[src/ptt_pkg.sv]
package ptt_pkg;

  // Register byte offsets
  localparam logic [7:0] ADDR_CTRL     = 8'h00;
  localparam logic [7:0] ADDR_PERIOD   = 8'h04;
  localparam logic [7:0] ADDR_STATUS   = 8'h08;
  localparam logic [7:0] ADDR_DISP     = 8'h0c;
  localparam logic [7:0] ADDR_IRQ_STAT = 8'h10;
  localparam logic [7:0] ADDR_IRQ_MASK = 8'h14;

  // Control field positions
  localparam int CTRL_ENABLE     = 0;
  localparam int CTRL_START_AL2  = 1;
  localparam int CTRL_ELAPSED    = 2;
  localparam int CTRL_SECONDS    = 3;
  localparam int CTRL_RESET_AL1  = 4;
  localparam int CTRL_SHOW_PER   = 5;
  localparam int CTRL_W          = 6;
  localparam logic [5:0] CTRL_RST = 6'h00;

  // Period field positions
  localparam int PER_MINOR_LSB = 0;
  localparam int PER_MAJOR_LSB = 8;
  localparam int FLD_W         = 7;
  localparam logic [6:0] PER_MAJOR_RST = 7'h00;
  localparam logic [6:0] PER_MINOR_RST = 7'h00;

  // Status and display field positions
  localparam int STAT_RELAY   = 2;
  localparam int STAT_CNT_LSB = 16;
  localparam int DISP_GLYPH_LSB = 16;
  localparam int DISP_CCW       = 19;

  // Interrupt bits
  localparam int IRQ_TIMEOUT = 0;
  localparam int IRQ_START   = 1;
  localparam int IRQ_RESET   = 2;
  localparam int IRQ_W       = 3;
  localparam logic [2:0] IRQ_MASK_RST = 3'h0;

  // Time limits
  localparam logic [6:0] MAJOR_MAX     = 7'h63;
  localparam logic [6:0] MINOR_MAX_MIN = 7'h3b;
  localparam logic [6:0] MINOR_MAX_SEC = 7'h63;
  localparam logic [6:0] RADIX_MIN     = 7'h3c;
  localparam logic [6:0] RADIX_SEC     = 7'h64;
  localparam int CNT_W = 14;

  // Timing
  localparam int unsigned CLK_PERIOD_NS = 10;
  localparam int unsigned SECOND_NS     = 1000000000;
  localparam int unsigned CYC_PER_SEC   = SECOND_NS / CLK_PERIOD_NS;
  localparam int unsigned SEC_PER_MIN   = 60;

  typedef enum logic [1:0] {
    PTT_ST_RESET,
    PTT_ST_RUN,
    PTT_ST_DONE
  } ptt_state_t;

endpackage

[src/ptt_tick_gen.sv]
`timescale 1ns/1ps
`default_nettype none
module ptt_tick_gen #(
  parameter int unsigned CYC_PER_SEC = ptt_pkg::CYC_PER_SEC,
  parameter int unsigned SEC_PER_MIN = ptt_pkg::SEC_PER_MIN
) (
  input  wire logic pclk,
  input  wire logic presetn,
  input  wire logic clear,
  input  wire logic run,
  input  wire logic sec_mode,
  output logic      tick_ff,
  output logic      sec_ff
);

  logic [31:0] cyc_ff;
  logic [7:0]  sec_cnt_ff;
  logic        sec_end;
  logic        min_end;

  assign sec_end = run && (cyc_ff == CYC_PER_SEC - 1);
  assign min_end = sec_end && (sec_cnt_ff == 8'(SEC_PER_MIN - 1));

  // Cycle prescaler
  always_ff @(posedge pclk or negedge presetn) begin
    if (!presetn) begin
      cyc_ff <= 32'h0000_0000;
    end else if (clear || sec_end) begin
      cyc_ff <= 32'h0000_0000;
    end else if (run) begin
      cyc_ff <= cyc_ff + 32'h0000_0001;
    end
  end

  // Seconds within a minute
  always_ff @(posedge pclk or negedge presetn) begin
    if (!presetn) begin
      sec_cnt_ff <= 8'h00;
    end else if (clear || min_end) begin
      sec_cnt_ff <= 8'h00;
    end else if (sec_end) begin
      sec_cnt_ff <= sec_cnt_ff + 8'h01;
    end
  end

  // Unit tick and seconds pulse
  always_ff @(posedge pclk or negedge presetn) begin
    if (!presetn) begin
      tick_ff <= 1'b0;
      sec_ff  <= 1'b0;
    end else begin
      tick_ff <= sec_mode ? sec_end : min_end;
      sec_ff  <= sec_end;
    end
  end

endmodule
`default_nettype wire

[src/ptt_timer.sv]
// Notes on behaviour
// - Period runs from zero to 99:59 in hours:minutes or 99:99 in minutes:seconds.
// - Start comes from the run/hold key or the second alarm, as configured.
// - Display shows remaining time down with ccw glyph or elapsed time up with cw glyph.
// - Reset source is the key alone or the first alarm with the key; both reset, and the first alarm also starts.
// - While enabled the timer alone drives the first alarm relay.
// - At time-out the first alarm relay is driven and the glyph stops.
// - At time-out the display shows zero or the full period, as configured.
// - After time-out the timer waits until the key or the first alarm resets it.
// - Reset drops the relay and loads the display with the period.
// - In the reset state the up and down keys change the period, then a start is accepted.
// - A configurable increment selects whether the count advances by minutes or seconds.
//
// Chosen here: the APB register port and the placing of the registers.
`timescale 1ns/1ps
`default_nettype none
module ptt_timer #(
  parameter int unsigned CYC_PER_SEC = ptt_pkg::CYC_PER_SEC
) (
  input  wire logic        pclk,
  input  wire logic        presetn,
  input  wire logic        psel,
  input  wire logic        penable,
  input  wire logic        pwrite,
  input  wire logic [7:0]  paddr,
  input  wire logic [31:0] pwdata,
  output logic      [31:0] prdata_ff,
  output logic             pready_ff,
  output logic             pslverr_ff,
  input  wire logic        run_hold_key,
  input  wire logic        inc_key,
  input  wire logic        dec_key,
  input  wire logic        first_alarm_source,
  input  wire logic        second_alarm_source,
  input  wire logic        other_alarm1_req,
  output logic             alarm1_relay_ff,
  output logic             irq_ff,
  output logic      [6:0]  disp_major_ff,
  output logic      [6:0]  disp_minor_ff,
  output logic      [2:0]  glyph_ff,
  output logic             glyph_ccw_ff
);

  localparam int CW = ptt_pkg::CNT_W;

  logic [ptt_pkg::CTRL_W-1:0] ctrl_ff;
  logic [6:0]            per_major_ff;
  logic [6:0]            per_minor_ff;
  logic [ptt_pkg::IRQ_W-1:0]  irq_stat_ff;
  logic [ptt_pkg::IRQ_W-1:0]  irq_mask_ff;
  logic [CW-1:0]         cnt_ff;
  ptt_pkg::ptt_state_t   state_ff;
  logic                  key_q_ff;
  logic                  inc_q_ff;
  logic                  dec_q_ff;
  logic                  al1_q_ff;
  logic                  al2_q_ff;

  logic          enable;
  logic          sec_mode;
  logic [6:0]    radix;
  logic [6:0]    minor_max;
  logic [CW-1:0] per_total;
  logic [CW-1:0] max_total;
  logic [CW-1:0] shown;
  logic          key_rise;
  logic          inc_rise;
  logic          dec_rise;
  logic          al1_rise;
  logic          al2_rise;
  logic          start_ev;
  logic          reset_ev;
  logic          timeout_ev;
  logic          tick;
  logic          sec_pulse;
  logic          wr_en;
  logic          rd_done;
  logic          addr_ok;
  logic [CW-1:0] nxt_per;
  logic          nxt_per_load;
  logic [ptt_pkg::IRQ_W-1:0] irq_set;

  function automatic logic [CW-1:0] to_units(input logic [6:0] maj,
                                             input logic [6:0] mnr,
                                             input logic [6:0] rdx);
    logic [CW-1:0] prod;
    prod = CW'(maj) * CW'(rdx);
    return prod + CW'(mnr);
  endfunction

  function automatic logic [6:0] clamp7(input logic [6:0] v,
                                        input logic [6:0] lim);
    return (v > lim) ? lim : v;
  endfunction

  assign enable    = ctrl_ff[ptt_pkg::CTRL_ENABLE];
  assign sec_mode  = ctrl_ff[ptt_pkg::CTRL_SECONDS];
  assign radix     = sec_mode ? ptt_pkg::RADIX_SEC : ptt_pkg::RADIX_MIN;
  assign minor_max = sec_mode ? ptt_pkg::MINOR_MAX_SEC
                              : ptt_pkg::MINOR_MAX_MIN;
  assign per_total = to_units(per_major_ff, per_minor_ff, radix);
  assign max_total = to_units(ptt_pkg::MAJOR_MAX, minor_max, radix);

  // Input edges
  assign key_rise = run_hold_key && !key_q_ff;
  assign inc_rise = inc_key && !inc_q_ff;
  assign dec_rise = dec_key && !dec_q_ff;
  assign al1_rise = first_alarm_source && !al1_q_ff;
  assign al2_rise = second_alarm_source && !al2_q_ff;

  always_ff @(posedge pclk or negedge presetn) begin
    if (!presetn) begin
      key_q_ff <= 1'b0;
      inc_q_ff <= 1'b0;
      dec_q_ff <= 1'b0;
      al1_q_ff <= 1'b0;
      al2_q_ff <= 1'b0;
    end else begin
      key_q_ff <= run_hold_key;
      inc_q_ff <= inc_key;
      dec_q_ff <= dec_key;
      al1_q_ff <= first_alarm_source;
      al2_q_ff <= second_alarm_source;
    end
  end

  // Start and reset triggers
  assign start_ev = enable && (state_ff == ptt_pkg::PTT_ST_RESET) &&
    ((ctrl_ff[ptt_pkg::CTRL_START_AL2] ? al2_rise : key_rise) ||
     (ctrl_ff[ptt_pkg::CTRL_RESET_AL1] && al1_rise));
  assign reset_ev = enable && (state_ff != ptt_pkg::PTT_ST_RESET) &&
    (key_rise || (ctrl_ff[ptt_pkg::CTRL_RESET_AL1] && al1_rise));
  assign timeout_ev = (state_ff == ptt_pkg::PTT_ST_RUN) && !reset_ev &&
    (cnt_ff == per_total);

  ptt_tick_gen #(
    .CYC_PER_SEC (CYC_PER_SEC),
    .SEC_PER_MIN (ptt_pkg::SEC_PER_MIN)
  ) u_tick (
    .pclk     (pclk),
    .presetn  (presetn),
    .clear    (start_ev),
    .run      (state_ff == ptt_pkg::PTT_ST_RUN),
    .sec_mode (sec_mode),
    .tick_ff  (tick),
    .sec_ff   (sec_pulse)
  );

  // Timer state
  always_ff @(posedge pclk or negedge presetn) begin
    if (!presetn) begin
      state_ff <= ptt_pkg::PTT_ST_RESET;
    end else if (!enable) begin
      state_ff <= ptt_pkg::PTT_ST_RESET;
    end else begin
      unique case (state_ff)
        ptt_pkg::PTT_ST_RESET: begin
          if (start_ev) begin
            state_ff <= ptt_pkg::PTT_ST_RUN;
          end
        end
        ptt_pkg::PTT_ST_RUN: begin
          if (reset_ev) begin
            state_ff <= ptt_pkg::PTT_ST_RESET;
          end else if (timeout_ev) begin
            state_ff <= ptt_pkg::PTT_ST_DONE;
          end
        end
        ptt_pkg::PTT_ST_DONE: begin
          if (reset_ev) begin
            state_ff <= ptt_pkg::PTT_ST_RESET;
          end
        end
        default: begin
          state_ff <= ptt_pkg::PTT_ST_RESET;
        end
      endcase
    end
  end

  // Elapsed count in minor units
  always_ff @(posedge pclk or negedge presetn) begin
    if (!presetn) begin
      cnt_ff <= '0;
    end else if (state_ff != ptt_pkg::PTT_ST_RUN) begin
      cnt_ff <= '0;
    end else if (tick && cnt_ff != per_total) begin
      cnt_ff <= cnt_ff + CW'(1);
    end
  end

  // Period adjust from the keypad
  always_comb begin
    nxt_per      = per_total;
    nxt_per_load = 1'b0;
    if (state_ff == ptt_pkg::PTT_ST_RESET) begin
      if (inc_rise && !dec_rise && per_total < max_total) begin
        nxt_per      = per_total + CW'(1);
        nxt_per_load = 1'b1;
      end else if (dec_rise && !inc_rise && per_total != '0) begin
        nxt_per      = per_total - CW'(1);
        nxt_per_load = 1'b1;
      end
    end
  end

  // APB handshake
  assign addr_ok = (paddr == ptt_pkg::ADDR_CTRL) ||
                   (paddr == ptt_pkg::ADDR_PERIOD) ||
                   (paddr == ptt_pkg::ADDR_STATUS) ||
                   (paddr == ptt_pkg::ADDR_DISP) ||
                   (paddr == ptt_pkg::ADDR_IRQ_STAT) ||
                   (paddr == ptt_pkg::ADDR_IRQ_MASK);
  assign wr_en   = psel && penable && pready_ff && pwrite;
  assign rd_done = psel && penable && pready_ff && !pwrite;

  always_ff @(posedge pclk or negedge presetn) begin
    if (!presetn) begin
      pready_ff  <= 1'b0;
      pslverr_ff <= 1'b0;
    end else begin
      pready_ff  <= psel && !penable;
      pslverr_ff <= psel && !penable && !addr_ok;
    end
  end

  always_ff @(posedge pclk or negedge presetn) begin
    if (!presetn) begin
      prdata_ff <= 32'h0000_0000;
    end else if (psel && !penable) begin
      prdata_ff <= 32'h0000_0000;
      unique case (paddr)
        ptt_pkg::ADDR_CTRL:     prdata_ff <= 32'(ctrl_ff);
        ptt_pkg::ADDR_PERIOD:   prdata_ff <=
          (32'(per_major_ff) << ptt_pkg::PER_MAJOR_LSB) |
          (32'(per_minor_ff) << ptt_pkg::PER_MINOR_LSB);
        ptt_pkg::ADDR_STATUS:   prdata_ff <=
          (32'(cnt_ff) << ptt_pkg::STAT_CNT_LSB) |
          (32'(alarm1_relay_ff) << ptt_pkg::STAT_RELAY) |
          32'(state_ff);
        ptt_pkg::ADDR_DISP:     prdata_ff <=
          (32'(glyph_ccw_ff) << ptt_pkg::DISP_CCW) |
          (32'(glyph_ff) << ptt_pkg::DISP_GLYPH_LSB) |
          (32'(disp_major_ff) << ptt_pkg::PER_MAJOR_LSB) |
          32'(disp_minor_ff);
        ptt_pkg::ADDR_IRQ_STAT: prdata_ff <= 32'(irq_stat_ff);
        ptt_pkg::ADDR_IRQ_MASK: prdata_ff <= 32'(irq_mask_ff);
        default:                prdata_ff <= 32'h0000_0000;
      endcase
    end
  end

  // Configuration registers
  always_ff @(posedge pclk or negedge presetn) begin
    if (!presetn) begin
      ctrl_ff     <= ptt_pkg::CTRL_RST;
      irq_mask_ff <= ptt_pkg::IRQ_MASK_RST;
    end else if (wr_en) begin
      if (paddr == ptt_pkg::ADDR_CTRL) begin
        ctrl_ff <= pwdata[ptt_pkg::CTRL_W-1:0];
      end
      if (paddr == ptt_pkg::ADDR_IRQ_MASK) begin
        irq_mask_ff <= pwdata[ptt_pkg::IRQ_W-1:0];
      end
    end
  end

  // Period register, limited to the valid range
  always_ff @(posedge pclk or negedge presetn) begin
    if (!presetn) begin
      per_major_ff <= ptt_pkg::PER_MAJOR_RST;
      per_minor_ff <= ptt_pkg::PER_MINOR_RST;
    end else if (wr_en && paddr == ptt_pkg::ADDR_PERIOD) begin
      per_major_ff <= clamp7(pwdata[ptt_pkg::PER_MAJOR_LSB +: ptt_pkg::FLD_W],
                             ptt_pkg::MAJOR_MAX);
      per_minor_ff <= clamp7(pwdata[ptt_pkg::PER_MINOR_LSB +: ptt_pkg::FLD_W],
                             minor_max);
    end else if (nxt_per_load) begin
      per_major_ff <= 7'(nxt_per / CW'(radix));
      per_minor_ff <= 7'(nxt_per % CW'(radix));
    end else if (per_minor_ff > minor_max) begin
      per_minor_ff <= minor_max;
    end
  end

  // Sticky events, read clears, set wins
  assign irq_set = {reset_ev, start_ev, timeout_ev};

  always_ff @(posedge pclk or negedge presetn) begin
    if (!presetn) begin
      irq_stat_ff <= '0;
    end else if (rd_done && paddr == ptt_pkg::ADDR_IRQ_STAT) begin
      irq_stat_ff <= irq_set;
    end else begin
      irq_stat_ff <= irq_stat_ff | irq_set;
    end
  end

  always_ff @(posedge pclk or negedge presetn) begin
    if (!presetn) begin
      irq_ff <= 1'b0;
    end else begin
      irq_ff <= |(irq_stat_ff & irq_mask_ff);
    end
  end

  // First alarm relay ownership
  always_ff @(posedge pclk or negedge presetn) begin
    if (!presetn) begin
      alarm1_relay_ff <= 1'b0;
    end else if (enable) begin
      alarm1_relay_ff <= (state_ff == ptt_pkg::PTT_ST_DONE);
    end else begin
      alarm1_relay_ff <= other_alarm1_req;
    end
  end

  // Displayed value
  always_comb begin
    unique case (state_ff)
      ptt_pkg::PTT_ST_RUN: begin
        shown = ctrl_ff[ptt_pkg::CTRL_ELAPSED] ? cnt_ff
                                               : per_total - cnt_ff;
      end
      ptt_pkg::PTT_ST_DONE: begin
        shown = ctrl_ff[ptt_pkg::CTRL_SHOW_PER] ? per_total : '0;
      end
      default: begin
        shown = per_total;
      end
    endcase
  end

  always_ff @(posedge pclk or negedge presetn) begin
    if (!presetn) begin
      disp_major_ff <= 7'h00;
      disp_minor_ff <= 7'h00;
    end else begin
      disp_major_ff <= 7'(shown / CW'(radix));
      disp_minor_ff <= 7'(shown % CW'(radix));
    end
  end

  // Rotating clock glyph
  always_ff @(posedge pclk or negedge presetn) begin
    if (!presetn) begin
      glyph_ff     <= 3'h0;
      glyph_ccw_ff <= 1'b0;
    end else begin
      glyph_ccw_ff <= !ctrl_ff[ptt_pkg::CTRL_ELAPSED];
      if (state_ff == ptt_pkg::PTT_ST_RESET) begin
        glyph_ff <= 3'h0;
      end else if (state_ff == ptt_pkg::PTT_ST_RUN && sec_pulse) begin
        glyph_ff <= ctrl_ff[ptt_pkg::CTRL_ELAPSED] ? glyph_ff + 3'h1
                                                   : glyph_ff - 3'h1;
      end
    end
  end
  // Glyph holds still in the done state

endmodule
`default_nettype wire

[config.mk]
export PLATFORM = sky130hd
export DESIGN_NAME = ptt_timer
export DESIGN_NICKNAME = d
export VERILOG_FILES = /design/src/ptt_pkg.sv /design/src/ptt_tick_gen.sv /design/src/ptt_timer.sv
export SDC_FILE = /design/constraint.sdc
export NUM_CORES = 1
export LEC_CHECK = 0
export ABC_AREA = 1
export BUFFER_PORTS_ARGS = -buffer_cell sky130_fd_sc_hd__buf_2
export CAP_MARGIN = 20
export CELL_PAD_IN_SITES_DETAIL_PLACEMENT = 1
export CELL_PAD_IN_SITES_GLOBAL_PLACEMENT = 1
export CORE_UTILIZATION = 48
export DETAILED_ROUTE_END_ITERATION = 16
export PLACE_DENSITY_LB_ADDON = 0.1
export SKIP_CTS_REPAIR_TIMING = 1
export SLEW_MARGIN = 20
export SYNTH_ARGS = -nofsm -noshare
export SYNTH_HDL_FRONTEND = slang
export SYNTH_SLANG_ARGS = --single-unit
[constraint.sdc]
create_clock -name pclk -period 26.9 [get_ports pclk]
set_input_delay 1.345 -clock pclk [delete_from_list [all_inputs] [get_ports pclk]]
set_output_delay 1.345 -clock pclk [all_outputs]
set_load 0.02 [all_outputs]
==> flow_summary.json <==
{
  "status": "finished, final reports clean",
  "grt_max_degree": 82,
  "worstSetupPathType": "register to register",
  "cap_violations": 0,
  "cts_sinks": 139,
  "portBuffers": 82,
  "cp-end-kind": "register",
  "synth_edf_count": 0,
  "cp_data_arrival_time_ns": 20.81,
  "finalCriticalPeriod_ns": 20.51,
  "hpwl_um": 37500,
  "hold_class": "register to register",
  "max_freq_mhz": 48.8,
  "core-area_mm2": 0.0300,
  "insertion_delay_ns": 0.44,
  "antenna_found_initial": 1,
  "synthArstFlopShare": 1.00,
  "ioPinCount": 105,
  "vias": 14983,
  "syn_avg_cell_area_um2": 6.78,
  "cts_tree": "done",
  "place_ws_ns": 6.58,
  "reg2regPathDepth": 106,
  "skew_ns": 0.00921,
  "syn-cell-area_mm2": 0.0147,
  "num-fill-cells": 4088,
  "rows": 63,
  "ant_nets": 0,
  "overflow": 0,
  "ys_top_cells_by_area": "dfrtp_1 24%, nand2_1 14%, ha_1 10%",
  "grt_use_total": 0.315,
  "layout-drive-gt1-share": 0.112,
  "rrSetupSlack_ns": 6.39,
  "cts_buffer_depth": 2,
  "slew_headroom": 0.352,
  "crit_top_cell": "nand2_1",
  "dr.pass1.iters": 5,
  "grt_pass1_wl_um": 78300,
  "synth_most_common_cell": "nand2_1",
  "cts_buffers": 17,
  "n_antenna_cell": 0,
  "critical-path-max-stage-delay_ns": 0.74,
  "routabilityCongestion": 0.946,
  "synthCells": 2174,
  "grt_pass1_vias": 15899,
  "drc": 0,
  "worstMarginPinSlew_ns": 0.969,
  "wirelength_um": 47600,
  "ys_types": 63,
  "min_from": "prdata_ff[17]",
  "drt_iter0_drc": 707,
  "htree_num_levels": 4,
  "crit_slowest_cell": "a2111oi_1",
  "start_util": 0.492,
  "die-height_um": 177,
  "cp-startpoint": "ctrl_ff[3]",
  "required_ns": 27.20,
  "rsz0062_at_grt": "no",
  "hold_slack_ns": 0.477,
  "ys_seq_area_frac": 0.236,
  "drv_slew": 0,
  "viasPerCell": 5.64,
  "synth_seq_cells": 139,
  "cts_root_buffer": "clkbuf_16",
  "worst_r2r_startpoint": "ctrl_ff[3]",
  "clkSlewWorstSetupHoldPaths_ns": 0.07,
  "tns_ns": 0,
  "yosysWarnings": 0,
  "worst_slack_ns": 6.39,
  "finalCritPeriodShare": 0.762,
  "synth_top_flop_cell": "dfrtp_1",
  "hold_violations": 0,
  "synth_top_cell_area_share": 0.236,
  "synth_common_cells": "537 x nand2_1, 359 x inv_1, 167 x nor2_1",
  "fin_nets": 2444,
  "synth.largest_area_cell": "dfrtp_1",
  "cp_max_fo": 51,
  "crit_end": "per_minor_ff[2]",
  "start_kind": "register",
  "die_area_mm2": 0.0314,
  "area_delta_synth_final_pct": 9.59,
  "wl_per_cell_um": 17.9,
  "die_x_um": 177,
  "finalSetupViolations": 0,
  "r2r_end": "per_minor_ff[2]"
}
worst max-delay path: cells and delay by family, from the launching register on:
kind / cells / cell delay (ns)
simple gates: 53 / 7.24
fa+ha+maj: 15 / 5.52
compound gates: 12 / 3.45
buf+inv: 18 / 1.91
xor+xnor: 8 / 1.65
flops: 1 / 0.52
cells by family after synthesis:
family | after synthesis | share of synthesized area
buf+inv | 410 | 0.109
simple gates | 1080 | 0.347
xor+xnor | 80 | 0.0481
fa+ha+maj | 141 | 0.130
other cells | 1 | 0.000254
compound gates | 323 | 0.130
flops | 139 | 0.236
worst min-delay path by stage:
stage	end	cells after the start	slack (ns)
global route	prdata_ff[14]	2	0.51
CTS	prdata_ff[17]	2	0.48
detailed placement	prdata_ff[17]	2	0.46
finish	prdata_ff[17]	2	0.48
global placement	prdata_ff[19]	2	0.46
floorplan	irq_mask_ff[0]	2	0.45
area by class of cell:
cell class | instances | area, um2 | area share
clock buffer | 17 | 425 | 0.0263
tap | 390 | 488 | 0.0302
sequential | 139 | 3480 | 0.215
inverter | 374 | 1400 | 0.0869
clock inverter | 15 | 186 | 0.0115
timing repair buffer | 92 | 489 | 0.0303
multi-input combinational | 1628 | 9680 | 0.599
per-layer routing:
metal | global-route usage | wire length, um | up-vias
li1 | - | - | 7260
met1 | 0.369 | 20000 | 7342
met2 | 0.562 | 23700 | 274
met3 | 0.0473 | 1820 | 105
met4 | 0.149 | 2040 | 2
met5 | 0 | 14 | -
flip-flops by register name (all words and copies together) (netlist names), 2 cells and up:
name,cells
glyph_ff,3
ctrl_ff,6
state_ff,2
per_minor_ff,7
u_tick.cyc_ff,32
cnt_ff,14
prdata_ff,28
disp_minor_ff,7
irq_mask_ff,3
disp_major_ff,7
irq_stat_ff,3
u_tick.sec_cnt_ff,8
per_major_ff,7
per-stage QoR:
stage	utilization	cells	cell area (um2)
CTS	0.539	2654	16100
detailed placement	0.519	2622	15500
floorplan	-	2177	14700
global placement	0.519	2622	15500
global route	0.539	2655	16100
finish	0.539	2655	16100
layout by cell type (no fill, tap or decap), types with 16 or more instances in the layout:
| cell | count |
|---|---|
| clkbuf_16 | 17 |
| nor3_1 | 48 |
| o21ai_0 | 108 |
| a21oi_1 | 88 |
| nor2_1 | 167 |
| nand2_2 | 30 |
| ha_1 | 120 |
| o21ai_1 | 22 |
| buf_2 | 81 |
| xnor2_1 | 25 |
| nand3_2 | 21 |
| dfrtp_1 | 138 |
| nand3_1 | 131 |
| nand2_1 | 537 |
| nand4_1 | 64 |
| inv_1 | 359 |
| o211ai_1 | 16 |
| xor2_1 | 54 |
| fa_1 | 21 |
Power is not shown: default switching activity piles up to over one toggle a cycle in this logic, so the estimate is an artifact.
